**src/shared/sadc_pkg.sv**
```systemverilog
// Shared constants and types for the stereo audio converter control block
package sadc_pkg;

  // ----------------------------------------------------------------
  // Register map (byte addresses on the APB)
  // ----------------------------------------------------------------
  localparam logic [7:0]  CTRL_ADDR       = 8'h00;
  localparam logic [7:0]  STAT_ADDR       = 8'h04;
  localparam logic [7:0]  FALLBACK_ADDR   = 8'h08;
  localparam logic [7:0]  LEFT_PORT_ADDR  = 8'h0c;
  localparam logic [7:0]  RIGHT_PORT_ADDR = 8'h10;

  // ----------------------------------------------------------------
  // Control register fields
  // ----------------------------------------------------------------
  localparam int          CTRL_ENABLE_BIT  = 15;
  localparam int          CTRL_IDLE_BIT    = 13;
  localparam int          CTRL_AMP_BIT     = 12;
  localparam int          CTRL_FORMAT_BIT  = 8;
  localparam int          CTRL_DIV_LSB     = 0;
  localparam int          DIV_WIDTH        = 7;
  localparam logic [6:0]  DIV_RESET        = 7'h05;

  // ----------------------------------------------------------------
  // Status register fields, per channel, added to the channel base
  // ----------------------------------------------------------------
  localparam int          LEFT_STAT_BASE   = 8;
  localparam int          RIGHT_STAT_BASE  = 0;
  localparam int          STAT_OE_BIT      = 7;
  localparam int          STAT_MID_BIT     = 5;
  localparam int          STAT_TYPE_BIT    = 2;
  localparam int          STAT_FULL_BIT    = 1;
  localparam int          STAT_EMPTY_BIT   = 0;

  // ----------------------------------------------------------------
  // Data and timing
  // ----------------------------------------------------------------
  localparam int          SAMPLE_WIDTH     = 16;
  localparam logic [15:0] FALLBACK_RESET   = 16'h0000;
  localparam int          FIFO_DEPTH       = 4;
  localparam logic [7:0]  PERIOD_LAST      = 8'hff;  // 256 converter clocks per sample
  localparam int          NUM_CHANNELS     = 2;

  // ----------------------------------------------------------------
  // Types
  // ----------------------------------------------------------------
  typedef struct packed {
    logic       module_enable;
    logic       idle_stop;
    logic       amp_keep_on;
    logic       sample_format_sel;
    logic [6:0] conv_clock_divider;
  } sadc_ctrl_type;

  typedef struct packed {
    logic output_enable;
    logic midpoint_enable;
    logic irq_type;
  } sadc_chan_cfg_type;

  typedef struct packed {
    logic        drive;
    logic        mid_drive;
    logic        irq;
    logic        strobe;
    logic [15:0] level;
  } sadc_chan_out_type;

endpackage : sadc_pkg

```
**src/verilog/sadc_top.sv**
```systemverilog
// Control logic of a stereo 16-bit audio converter: APB registers, FIFOs, clock divider
//
// Our own choices: the APB register port and the placing of the registers.
`timescale 1ns/10ps

module sadc_top (
  // Clock and reset
  input  wire logic                        pclk,
  input  wire logic                        presetn,
  // APB slave
  input  wire logic                        psel,
  input  wire logic                        penable,
  input  wire logic                        pwrite,
  input  wire logic [7:0]                  paddr,
  input  wire logic [31:0]                 pwdata,
  output logic      [31:0]                 prdata,
  output logic                             pready,
  output logic                             pslverr,
  // Auxiliary oscillator and power state
  input  wire logic                        aux_clk_in,
  input  wire logic                        idle_mode,
  input  wire logic                        sleep_mode,
  // Converter side
  output sadc_pkg::sadc_chan_out_type      left_chan,
  output sadc_pkg::sadc_chan_out_type      right_chan,
  output logic                             conv_tick,
  output logic                             amp_enable,
  output logic                             converter_running
);

  // ----------------------------------------------------------------
  // Registers
  // ----------------------------------------------------------------
  sadc_pkg::sadc_ctrl_type     ctrl;
  sadc_pkg::sadc_chan_cfg_type chan_cfg [sadc_pkg::NUM_CHANNELS];
  logic [15:0]                 fallback_value;
  logic [15:0]                 last_port_word [sadc_pkg::NUM_CHANNELS];

  logic                        access;
  logic                        wr_en;
  logic                        addr_ok;
  logic [31:0]                 next_rdata;
  logic [15:0]                 stat_word;
  logic [sadc_pkg::NUM_CHANNELS-1:0] port_write;
  logic [sadc_pkg::NUM_CHANNELS-1:0] fifo_full;
  logic [sadc_pkg::NUM_CHANNELS-1:0] fifo_empty;

  // ----------------------------------------------------------------
  // Auxiliary clock synchroniser and edge detect
  // ----------------------------------------------------------------
  // The auxiliary oscillator is sampled, so it must run below a quarter of pclk.
  logic        aux_meta;
  logic        aux_sync;
  logic        aux_prev;
  logic        aux_tick;
  logic        run;
  logic [6:0]  div_count;
  logic [7:0]  phase;
  logic        sample_point;
  logic        sample_d;

  always_ff @(posedge pclk or negedge presetn) begin
    if (!presetn) begin
      aux_meta <= 1'b0;
      aux_sync <= 1'b0;
      aux_prev <= 1'b0;
    end else begin
      aux_meta <= aux_clk_in;
      aux_sync <= aux_meta;
      aux_prev <= aux_sync;
    end
  end

  assign aux_tick = aux_sync & ~aux_prev;

  // ----------------------------------------------------------------
  // Run state
  // ----------------------------------------------------------------
  assign run = ctrl.module_enable
             & ~(idle_mode & ctrl.idle_stop)
             & ~sleep_mode;

  always_ff @(posedge pclk or negedge presetn) begin
    if (!presetn) begin
      converter_running <= 1'b0;
      amp_enable        <= 1'b0;
    end else begin
      converter_running <= run;
      // Amplifier stays up while halted only when software asks for it
      amp_enable        <= ctrl.module_enable & (run | ctrl.amp_keep_on);
    end
  end

  // ----------------------------------------------------------------
  // Converter clock divider and sample period counter
  // ----------------------------------------------------------------
  // Counters restart when the converter halts, so the first period after
  // enabling is always a full one.
  always_ff @(posedge pclk or negedge presetn) begin
    if (!presetn) begin
      div_count <= 7'h00;
      conv_tick <= 1'b0;
    end else if (!run) begin
      div_count <= 7'h00;
      conv_tick <= 1'b0;
    end else if (aux_tick) begin
      if (div_count >= ctrl.conv_clock_divider) begin
        div_count <= 7'h00;
        conv_tick <= 1'b1;
      end else begin
        div_count <= div_count + 7'h01;
        conv_tick <= 1'b0;
      end
    end else begin
      conv_tick <= 1'b0;
    end
  end

  always_ff @(posedge pclk or negedge presetn) begin
    if (!presetn) begin
      phase <= 8'h00;
    end else if (!run) begin
      phase <= 8'h00;
    end else if (conv_tick) begin
      phase <= phase + 8'h01;
    end
  end

  // One sample point per 256 converter clocks; 100 ksps needs 25.6 MHz
  assign sample_point = run & conv_tick & (phase == sadc_pkg::PERIOD_LAST);

  // The taken word is registered once before it reaches the outputs, so the
  // strobe is delayed by the same cycle to stand together with its level.
  always_ff @(posedge pclk or negedge presetn) begin
    if (!presetn) begin
      sample_d <= 1'b0;
    end else begin
      sample_d <= sample_point;
    end
  end

  // ----------------------------------------------------------------
  // Per-channel FIFO and output stage
  // ----------------------------------------------------------------
  sadc_pkg::sadc_chan_out_type chan_q [sadc_pkg::NUM_CHANNELS];

  genvar ch;
  generate
    for (ch = 0; ch < sadc_pkg::NUM_CHANNELS; ch = ch + 1) begin : g_chan
      logic [15:0] mem [sadc_pkg::FIFO_DEPTH];
      logic [1:0]  wr_ptr;
      logic [1:0]  rd_ptr;
      logic [2:0]  count;
      logic        push;
      logic        pop;
      logic [15:0] cur_word;
      logic [15:0] next_word;
      logic [15:0] level;

      assign fifo_full[ch]  = (count == 3'(sadc_pkg::FIFO_DEPTH));
      assign fifo_empty[ch] = (count == 3'h0);
      assign push = port_write[ch] & ~fifo_full[ch];
      assign pop  = sample_point & ~fifo_empty[ch];

      always_ff @(posedge pclk) begin
        if (push) begin
          mem[wr_ptr] <= pwdata[15:0];
        end
      end

      always_ff @(posedge pclk or negedge presetn) begin
        if (!presetn) begin
          wr_ptr <= 2'h0;
          rd_ptr <= 2'h0;
          count  <= 3'h0;
        end else begin
          if (push) begin
            wr_ptr <= wr_ptr + 2'h1;
          end
          if (pop) begin
            rd_ptr <= rd_ptr + 2'h1;
          end
          case ({push, pop})
            2'b10:   count <= count + 3'h1;
            2'b01:   count <= count - 3'h1;
            default: count <= count;
          endcase
        end
      end

      // Fallback stands in when the FIFO has run dry
      assign next_word = fifo_empty[ch] ? fallback_value : mem[rd_ptr];

      // Level code: 0xffff highest, 0x8000 midpoint, 0x0000 lowest.
      // Format is applied as the word is taken, so a format change between
      // sample points leaves the held level alone.
      assign level = ctrl.sample_format_sel ? {~next_word[15], next_word[14:0]}
                                            : next_word;

      // Level held for the whole sample period
      always_ff @(posedge pclk or negedge presetn) begin
        if (!presetn) begin
          cur_word <= 16'h0000;
        end else if (sample_point) begin
          cur_word <= level;
        end
      end

      always_ff @(posedge pclk or negedge presetn) begin
        if (!presetn) begin
          chan_q[ch] <= '0;
        end else begin
          chan_q[ch].drive     <= run & chan_cfg[ch].output_enable;
          chan_q[ch].mid_drive <= run & chan_cfg[ch].midpoint_enable;
          chan_q[ch].irq       <= chan_cfg[ch].irq_type ? fifo_empty[ch]
                                                        : ~fifo_full[ch];
          chan_q[ch].strobe    <= sample_d;
          chan_q[ch].level     <= cur_word;
        end
      end
    end
  endgenerate

  assign left_chan  = chan_q[0];
  assign right_chan = chan_q[1];

  // ----------------------------------------------------------------
  // APB slave: one wait state, registered answer
  // ----------------------------------------------------------------
  assign access = psel & penable & ~pready;
  assign wr_en  = psel & penable & pready & pwrite & ~pslverr;

  assign port_write[0] = wr_en & (paddr == sadc_pkg::LEFT_PORT_ADDR);
  assign port_write[1] = wr_en & (paddr == sadc_pkg::RIGHT_PORT_ADDR);

  always_comb begin
    addr_ok = (paddr == sadc_pkg::CTRL_ADDR) | (paddr == sadc_pkg::STAT_ADDR)
            | (paddr == sadc_pkg::FALLBACK_ADDR) | (paddr == sadc_pkg::LEFT_PORT_ADDR)
            | (paddr == sadc_pkg::RIGHT_PORT_ADDR);
  end

  // ----------------------------------------------------------------
  // Status word
  // ----------------------------------------------------------------
  always_comb begin
    stat_word = 16'h0000;
    stat_word[sadc_pkg::LEFT_STAT_BASE + sadc_pkg::STAT_OE_BIT]     = chan_cfg[0].output_enable;
    stat_word[sadc_pkg::LEFT_STAT_BASE + sadc_pkg::STAT_MID_BIT]    = chan_cfg[0].midpoint_enable;
    stat_word[sadc_pkg::LEFT_STAT_BASE + sadc_pkg::STAT_TYPE_BIT]   = chan_cfg[0].irq_type;
    stat_word[sadc_pkg::LEFT_STAT_BASE + sadc_pkg::STAT_FULL_BIT]   = fifo_full[0];
    stat_word[sadc_pkg::LEFT_STAT_BASE + sadc_pkg::STAT_EMPTY_BIT]  = fifo_empty[0];
    stat_word[sadc_pkg::RIGHT_STAT_BASE + sadc_pkg::STAT_OE_BIT]    = chan_cfg[1].output_enable;
    stat_word[sadc_pkg::RIGHT_STAT_BASE + sadc_pkg::STAT_MID_BIT]   = chan_cfg[1].midpoint_enable;
    stat_word[sadc_pkg::RIGHT_STAT_BASE + sadc_pkg::STAT_TYPE_BIT]  = chan_cfg[1].irq_type;
    stat_word[sadc_pkg::RIGHT_STAT_BASE + sadc_pkg::STAT_FULL_BIT]  = fifo_full[1];
    stat_word[sadc_pkg::RIGHT_STAT_BASE + sadc_pkg::STAT_EMPTY_BIT] = fifo_empty[1];
  end

  // ----------------------------------------------------------------
  // Read data multiplexer
  // ----------------------------------------------------------------
  always_comb begin
    next_rdata = 32'h0000_0000;
    case (paddr)
      sadc_pkg::CTRL_ADDR: begin
        next_rdata[sadc_pkg::CTRL_ENABLE_BIT] = ctrl.module_enable;
        next_rdata[sadc_pkg::CTRL_IDLE_BIT]   = ctrl.idle_stop;
        next_rdata[sadc_pkg::CTRL_AMP_BIT]    = ctrl.amp_keep_on;
        next_rdata[sadc_pkg::CTRL_FORMAT_BIT] = ctrl.sample_format_sel;
        next_rdata[sadc_pkg::CTRL_DIV_LSB +: sadc_pkg::DIV_WIDTH] = ctrl.conv_clock_divider;
      end
      sadc_pkg::STAT_ADDR:       next_rdata[15:0] = stat_word;
      sadc_pkg::FALLBACK_ADDR:   next_rdata[15:0] = fallback_value;
      sadc_pkg::LEFT_PORT_ADDR:  next_rdata[15:0] = last_port_word[0];
      sadc_pkg::RIGHT_PORT_ADDR: next_rdata[15:0] = last_port_word[1];
      default:                   next_rdata = 32'h0000_0000;
    endcase
  end

  // ----------------------------------------------------------------
  // Bus answer
  // ----------------------------------------------------------------
  // Answering from flops costs a wait state but keeps decode off the ready path.
  always_ff @(posedge pclk or negedge presetn) begin
    if (!presetn) begin
      pready  <= 1'b0;
      pslverr <= 1'b0;
      prdata  <= 32'h0000_0000;
    end else begin
      pready  <= access;
      pslverr <= access & ~addr_ok;
      if (access && !pwrite) begin
        prdata <= next_rdata;
      end
    end
  end

  // ----------------------------------------------------------------
  // Register writes
  // ----------------------------------------------------------------
  always_ff @(posedge pclk or negedge presetn) begin
    if (!presetn) begin
      ctrl <= '{module_enable: 1'b0, idle_stop: 1'b0, amp_keep_on: 1'b0,
                sample_format_sel: 1'b0, conv_clock_divider: sadc_pkg::DIV_RESET};
    end else if (wr_en && paddr == sadc_pkg::CTRL_ADDR) begin
      ctrl.module_enable      <= pwdata[sadc_pkg::CTRL_ENABLE_BIT];
      ctrl.idle_stop          <= pwdata[sadc_pkg::CTRL_IDLE_BIT];
      ctrl.amp_keep_on        <= pwdata[sadc_pkg::CTRL_AMP_BIT];
      ctrl.sample_format_sel  <= pwdata[sadc_pkg::CTRL_FORMAT_BIT];
      ctrl.conv_clock_divider <= pwdata[sadc_pkg::CTRL_DIV_LSB +: sadc_pkg::DIV_WIDTH];
    end
  end

  always_ff @(posedge pclk or negedge presetn) begin
    if (!presetn) begin
      chan_cfg[0] <= '0;
      chan_cfg[1] <= '0;
    end else if (wr_en && paddr == sadc_pkg::STAT_ADDR) begin
      // Full and empty bits are live state, so writes to them are ignored
      chan_cfg[0].output_enable   <= pwdata[sadc_pkg::LEFT_STAT_BASE + sadc_pkg::STAT_OE_BIT];
      chan_cfg[0].midpoint_enable <= pwdata[sadc_pkg::LEFT_STAT_BASE + sadc_pkg::STAT_MID_BIT];
      chan_cfg[0].irq_type        <= pwdata[sadc_pkg::LEFT_STAT_BASE + sadc_pkg::STAT_TYPE_BIT];
      chan_cfg[1].output_enable   <= pwdata[sadc_pkg::RIGHT_STAT_BASE + sadc_pkg::STAT_OE_BIT];
      chan_cfg[1].midpoint_enable <= pwdata[sadc_pkg::RIGHT_STAT_BASE + sadc_pkg::STAT_MID_BIT];
      chan_cfg[1].irq_type        <= pwdata[sadc_pkg::RIGHT_STAT_BASE + sadc_pkg::STAT_TYPE_BIT];
    end
  end

  always_ff @(posedge pclk or negedge presetn) begin
    if (!presetn) begin
      fallback_value <= sadc_pkg::FALLBACK_RESET;
    end else if (wr_en && paddr == sadc_pkg::FALLBACK_ADDR) begin
      fallback_value <= pwdata[15:0];
    end
  end

  // Port readback shows the last word written, even one dropped when full
  always_ff @(posedge pclk or negedge presetn) begin
    if (!presetn) begin
      last_port_word[0] <= 16'h0000;
      last_port_word[1] <= 16'h0000;
    end else begin
      if (port_write[0]) begin
        last_port_word[0] <= pwdata[15:0];
      end
      if (port_write[1]) begin
        last_port_word[1] <= pwdata[15:0];
      end
    end
  end

endmodule : sadc_top
```
**config.mk**
```make
export PLATFORM = sky130hd
export DESIGN_NAME = sadc_top
export DESIGN_NICKNAME = d
export VERILOG_FILES = /design/src/shared/sadc_pkg.sv /design/src/verilog/sadc_top.sv
export SDC_FILE = /design/constraint.sdc
export NUM_CORES = 1
export LEC_CHECK = 0
export ABC_AREA = 1
export ABC_CLOCK_PERIOD_IN_PS = 3100
export BUFFER_PORTS_ARGS = -buffer_cell sky130_fd_sc_hd__buf_2
export CAP_MARGIN = 15
export CORE_ASPECT_RATIO = 0.5
export CORE_UTILIZATION = 50
export DETAILED_ROUTE_END_ITERATION = 12
export GPL_TIMING_DRIVEN = 1
export PLACE_DENSITY = 0.77
export SYNTH_ARGS = -nofsm -noshare
export SYNTH_HDL_FRONTEND = slang
export SYNTH_SLANG_ARGS = --single-unit
```
**constraint.sdc**
```tcl
create_clock -name pclk -period 3.1 [get_ports pclk]
set_input_delay 0.31 -clock pclk [delete_from_list [all_inputs] [get_ports pclk]]
set_output_delay 0.31 -clock pclk [all_outputs]
set_load 0.005 [all_outputs]
```
# Word level (Yosys, flattened, before mapping)
# Memory sizes are Yosys's and may differ from the RTL's.
# Cells that the tools add are included.
[word_totals] n_memories=2 word_cells=146 mem_bits_rw=128 reg_bits=190 output_inout_bits=77 input_bits=48
[memory_table] memory="g_chan[0].mem" words=4 word_bits=16 read_ports=1 rd_clocked_by_memory_dff=0 write_ports=1 line_no="sadc_top.sv:150" source="logic [15:0] mem [sadc_pkg::FIFO_DEPTH];"
[memory_table] memory="g_chan[1].mem" words=4 word_bits=16 read_ports=1 rd_clocked_by_memory_dff=0 write_ports=1 line_no="sadc_top.sv:150"
[classes] n_bitwise=40 n_mux=27 reduce_logical=10 eq_ne=13 add_sub_neg=10 n_lt_le_gt_ge=1
[op_table] operator="$mux W16" count=4
[op_table] operator="$pmux W7 S5" count=1
[op_table] operator="$and A1 B1 Y1" count=23
[op_table] operator="$mux W7" count=3
[op_table] operator="$eq A8 B4 Y1 const B" count=2
[op_table] operator="$mux W8" count=2
[op_table] operator="$not A1 Y1" count=12
[op_table] operator="$pmux W3 S2" count=2
[op_table] operator="$pmux W3 S4" count=1
[op_table] operator="$pmux W1 S5" count=2
[op_table] operator="$pmux W2 S5" count=1
[op_table] operator="$mux W1" count=9
[op_table] operator="$add A2 B1 Y2 const B" count=4
[op_table] operator="$add A8 B1 Y8 const B" count=1
[op_table] operator="$eq A8 B3 Y1 const B" count=1
[op_table] operator="$eq A8 B5 Y1 const B" count=1
[op_table] operator="$eq A8 B8 Y1 const B" count=1
[op_table] operator="$logic_not A8 Y1" count=1
[op_table] operator="$add A7 B1 Y7 const B" count=1
[op_table] operator="$ge A7 B7 Y1" count=1
[op_table] operator="$add A3 B1 Y3 const B" count=2
[op_table] operator="$eq A3 B3 Y1 const B" count=2
[op_table] operator="$logic_not A3 Y1" count=2
[op_table] operator="$sub A3 B1 Y3 const B" count=2
[op_table] operator="other kinds (9)" count=20

# Longest topological paths before layout
[depth] ltp_word=9 ltp_mapped=13 ltp_nobuf=13

# Worst setup path after synthesis
# No wires, ideal clock.
[synth_path] path_type="reg-to-reg" startpoint="register phase[0]" endpoint="register g_chan[1].count[2]" t_arrival_ns=2.152 setup_slack_ns=0.817 period_less_slack_ns=2.283 setup_time_ns=0.131 required_time_ns=2.969 n_path_buf=0 stages_incl_launch_ff=14 cell_sequence="dfrtp_1 > ha_1 > inv_1 > nor2_1 > nand2_1 > nor3_1 > nand3_1 > nor2_1 > ha_1 > inv_1 > fa_1 > a21oi_1 > o21ai_0 > xor2_1"
[synth_via] elab_chain_cells=5 word_cells_on_any_way=7 classes_between="eq/ne: 3; mux: 1; bitwise: 2; reduce/logical: 1"
[synth_rtl] element="start, declared" line_no="sadc_top.sv:58" source="logic [7:0] phase;"
[synth_rtl] element="start signal, assigned" line_no="sadc_top.sv:125" source="phase <= phase + 8'h01;"
[synth_rtl] element="$eq A8 B8 Y1 *" line_no="sadc_top.sv:130" source="assign sample_point = run & conv_tick & (phase == sadc_pkg::PERIOD_LAST);"
[synth_rtl] element="$and A1 B1 Y1 *" line_no="sadc_top.sv:130"
[synth_rtl] element="$and A1 B1 Y1 *" line_no="sadc_top.sv:163" source="assign pop = sample_point & ~fifo_empty[ch];"
[synth_rtl] element="net g_chan[1].pop" line_no="sadc_top.sv:155" source="logic pop;"
[synth_rtl] element="$eq A2 B1 Y1 or $eq A2 B2 Y1 (tied branches)" line_no="sadc_top.sv:183" source="case ({push, pop})"
[synth_rtl] element="$pmux W3 S2 or $reduce_bool A2 Y1 (tied branches)"
[synth_rtl] element="end signal, assigned" line_no="sadc_top.sv:184" source="2'b10: count <= count + 3'h1;"
[synth_rtl] element="end signal, assigned" line_no="sadc_top.sv:185" source="2'b01: count <= count - 3'h1;"
[synth_rtl] element="end signal, assigned" line_no="sadc_top.sv:186" source="default: count <= count;"
[synth_rtl] element="end, declared" line_no="sadc_top.sv:153" source="logic [2:0] count;"
# Mark *: on every way through the listed nets, which the timed path passes. The rest lies on a longest branch.
# A chain may end at the register's enable or synchronous reset.

# Worst setup path after layout
[layout_path] startpoint="register phase[0]" endpoint="register g_chan[0].count[2]"
[layout_via] elab_chain_cells=5 word_cells_on_any_way=7 classes_between="eq/ne: 3; mux: 1; bitwise: 2; reduce/logical: 1"
[layout_rtl] element="$eq A8 B8 Y1 *" line_no="sadc_top.sv:130"
[layout_rtl] element="$and A1 B1 Y1 *" line_no="sadc_top.sv:130"
[layout_rtl] element="$and A1 B1 Y1 *" line_no="sadc_top.sv:163"
[layout_rtl] element="net g_chan[0].pop" line_no="sadc_top.sv:155"
[layout_rtl] element="$eq A2 B1 Y1 or $eq A2 B2 Y1 (tied branches)" line_no="sadc_top.sv:183"
[layout_rtl] element="$pmux W3 S2 or $reduce_bool A2 Y1 (tied branches)"
[layout_rtl] element="end signal, assigned" line_no="sadc_top.sv:184"
[layout_rtl] element="end signal, assigned" line_no="sadc_top.sv:185"
[layout_rtl] element="end signal, assigned" line_no="sadc_top.sv:186"
[layout_rtl] element="end, declared" line_no="sadc_top.sv:153"
# Marked as above.

==> impl_results.md <==
- Status: finished with violations
- Violated checks: DRC
- RD Place Congestion: around 0.87
- Avg WL per Cell: 17.97 um
- DRC errors left: 11
- Netlist cell types: 39
- Crit path DAT: 3.03 ns
- Synthesized flop and latch total: 318
- # IOs: ~130
- Critical-path maximum fanout: 4
- Antenna violations before repair: 2
- Initial core utilization: ~52%
- Final hold violation count: 0
- Die Ht: about 120 um
- Fin crit period: 2.617 ns
- Share of cells above drive strength 1: 14.45%
- Post-CTS Resized: 0
- Crit path kind: flip-flop to flip-flop
- Cell row count: 41
- Root Buffer: clkbuf_16
- Post-DP HPWL: 20.92 mm
- Maxcap violations: 0
- Chip width: 233.5 um
- CP cell instances: ha_1, inv_1, nor2_1, nand2_1, nor3_1, nand3_1, nor2_1, ha_1, inv_1, fa_1, a21oi_1, o21ai_0, xor2_1
- RSZ-0062 raised after global routing: false
- Yosys top cell area share: 35.10%
- Htree depth: 1
- Ys async rst share: 59.75%
- Area leader, netlist: dfrtp_1
- Sequential share of the synthesized area: roughly 64%
- Slowest cell on crit path: fa_1
- Crit path buf inv count: 2
- Vias per cell: 5.437
- Post-CTS setup buffer count: 0
- Largest net degree at the start of global routing: 80
- Hold Path Class: input pin to flip-flop
- Overall routing resource usage: between 20% and 30%
- Crit path required time: 3.51 ns
- DRT Pass-1 Iters: 10
- Sink Count: 318
- Post-synth EDFFs: 128
- P_leak: 6.946 nW
- Max-slew violation count: 0
- Area Overhead vs Synth: 12.86%
- Peak VDD IR: 0.0003869 V
- CP delay by family, top: simple AND/OR/NAND/NOR gates
- Tcrit/Tclk final: 84.43%
- CTS Hold Bufs: 2
- PwrDens: 548.4 nW/um2
- CP startpoint kind: flip-flop
- Slew HR: 30.11%
- Total number of vias: 9,634
- Post-DP Area: 14,130 um2
- Buffer depth of the longest clock path: 3
- # fillers: 2,056
- Final #Nets: 1,473
- Setup TNS: 0 ns
- Clk slew on worst S/H paths: 0.07 ns
- FMAX: 382.1 MHz
- Ys flop type: dfrtp_1
- TritonCTS Buffers: 28
- First-pass GRT wire length: 51.05 mm
- # port buffers: 92
- DR iter-0 viols: 1,077
- Mapped Avg Cell Area: around 10 um2
- Layout Cell Area excl Fill: about 15,000 um2
- Final Setup Violations: 0
- CP Capture Type: flip-flop
- YS warnings: 0
- Slew @ Worst Pin: 1.048 ns
- Critical Path Max Stage Delay: 0.40 ns
- Worst-skew pair later-pin latency: 0.54 ns
- Synth top area cells: dfrtp_1, edfxtp_1, nand2_1
- Aggregate global routing overflow: 0
- Die Area: approximately 28,000 um2
- CTS tree: built
- Worst clock skew: 0.007727 ns
- Final wirelength: roughly 32 mm
- R2R Setup Slk: 0.48 ns
- Vias in the first global route: roughly 9,700
- Post-DRT Antenna Nets: 0
- Core area: 25,750 um2
- Post-Synthesis Cell Area: ~13,000 um2
- Synth Instances: between 1,000 and 1,500
-- state kept, by name, indices dropped and copies added (netlist names), 4 cells and up --
signal           cells
g_chan.count         6
ctrl                11
g_chan.mem         128
g_chan.rd_ptr        4
g_chan.cur_word     32
right_chan          20
phase                8
last_port_word      32
div_count            7
left_chan           19
prdata              16
g_chan.wr_ptr        4
fallback_value      16
chan_cfg             6
-- worst register-to-register path, cell delays in order, from the launching register on --
cell and delay [ns]:
dfrtp_1 0.38, ha_1 0.20, inv_1 0.05, nor2_1 0.16
nand2_1 0.11, nor3_1 0.21, nand3_1 0.20, nor2_1 0.14
ha_1 0.16, inv_1 0.08, fa_1 0.40, a21oi_1 0.14
o21ai_0 0.11, xor2_1 0.16
-- cell usage after synthesis, types with 3 or more instances --
cell type and instances:
nor2_1 179, buf_6 7, nor2_4 3, inv_2 7
dfrtp_1 188, buf_2 30, xor2_1 8, nand2_2 4
edfxtp_1 128, nand2_1 260, o211ai_1 30, inv_1 103
o21ai_1 19, xnor2_1 4, nor3_1 3, nor2_2 6
buf_4 22, clkbuf_1 14, a21oi_1 41, ha_1 19
o21ai_0 98, a21oi_2 14, nand3_1 100
-- cell families after synthesis --
logic type | after synthesis | synth area share [%]
adder cells (fa/ha/maj) | 21 | 2.072
flip-flops | 318 | 64.17
AO/OA/AOI/OAI | 207 | 8.757
other | 1 | 0.02798
XOR/XNOR | 12 | 0.7842
AND/OR/NAND/NOR | 565 | 17.63
buffers and inverters | 187 | 6.553
-- metal layers --
layer | share of wire [%] | GRT usage, % | wire length [um]
met5 | 0 | 0 | 0
met4 | 2.6 | 7.224 | 814
met3 | 8.9 | 4.118 | 2847
met2 | 47 | 37.93 | 15100
met1 | 41 | 33.27 | 13080
-- area by class of cell --
cell class	count	area [um2]	area share [%]
diodes	2	5.005	0.03309
clock buffers	36	814.5	5.385
clock inverters	16	157.7	1.042
inverters	113	426.7	2.821
multi-input cells	821	3980	26.31
flip-flops and latches	318	8601	56.86
well taps	344	430.4	2.845
repair buffers	122	711.9	4.706
-- cells in the final DEF, fill, tap and decap left out, types with 7 or more instances in the layout --
cell type / netlist / final
xor2_1: 8 / 8
buf_2: 30 / 91
nand2_1: 260 / 260
buf_4: 22 / 27
ha_1: 19 / 19
a21oi_2: 14 / 14
conb_1: 1 / 16
o21ai_1: 19 / 19
clkbuf_16: 0 / 31
edfxtp_1: 128 / 128
o21ai_0: 98 / 98
inv_2: 7 / 7
nand3_1: 100 / 100
inv_1: 103 / 103
a21oi_1: 41 / 41
dfrtp_1: 188 / 188
nor2_1: 179 / 179
o211ai_1: 30 / 30
-- report_power, final --
part | switching, W | leakage, nW | internal [W]
clock network | 0.00154 | 0.481 | 0.00211
registers | 0.0000173 | 3.74 | 0.00440
logic | 0.000167 | 2.72 | 0.0000550
-- final timing paths --
check                                     startpoint                         endpoint  cells after the start
worst max-delay path            phase[0]$_DFFE_PN0P_   g_chan[0].count[2]$_DFFE_PN0P_                     13
worst min-delay path                         penable                 pready$_DFF_PN0_                      3
worst max register to register  phase[0]$_DFFE_PN0P_   g_chan[0].count[2]$_DFFE_PN0P_                     13
worst min register to register    sample_d$_DFF_PN0_         right_chan[16]$_DFF_PN0_                      0
max in group asynchronous                    presetn  g_chan[0].rd_ptr[1]$_DFFE_PN0P_                      3
min in group asynchronous                    presetn            prdata[6]$_DFFE_PN0P_                      2
-- per-stage QoR --
stage                     power [W]  setup WS, ns  instances  util (%)  hold slack (ns)
final                      0.008296        0.4826       1772     58.74          0.05139
after global routing       0.008548        0.2434       1772     58.74          0.06087
after CTS                  0.008331        0.4779       1770     58.72          0.04253
after detailed placement   0.004725        0.5154       1716     54.87           0.3347
after global placement     0.004715        0.5668       1716     54.87           0.3342
after floorplan            0.004583        0.8174       1326         -          0.01441
Note: power is estimated with default switching activity, not from simulation.
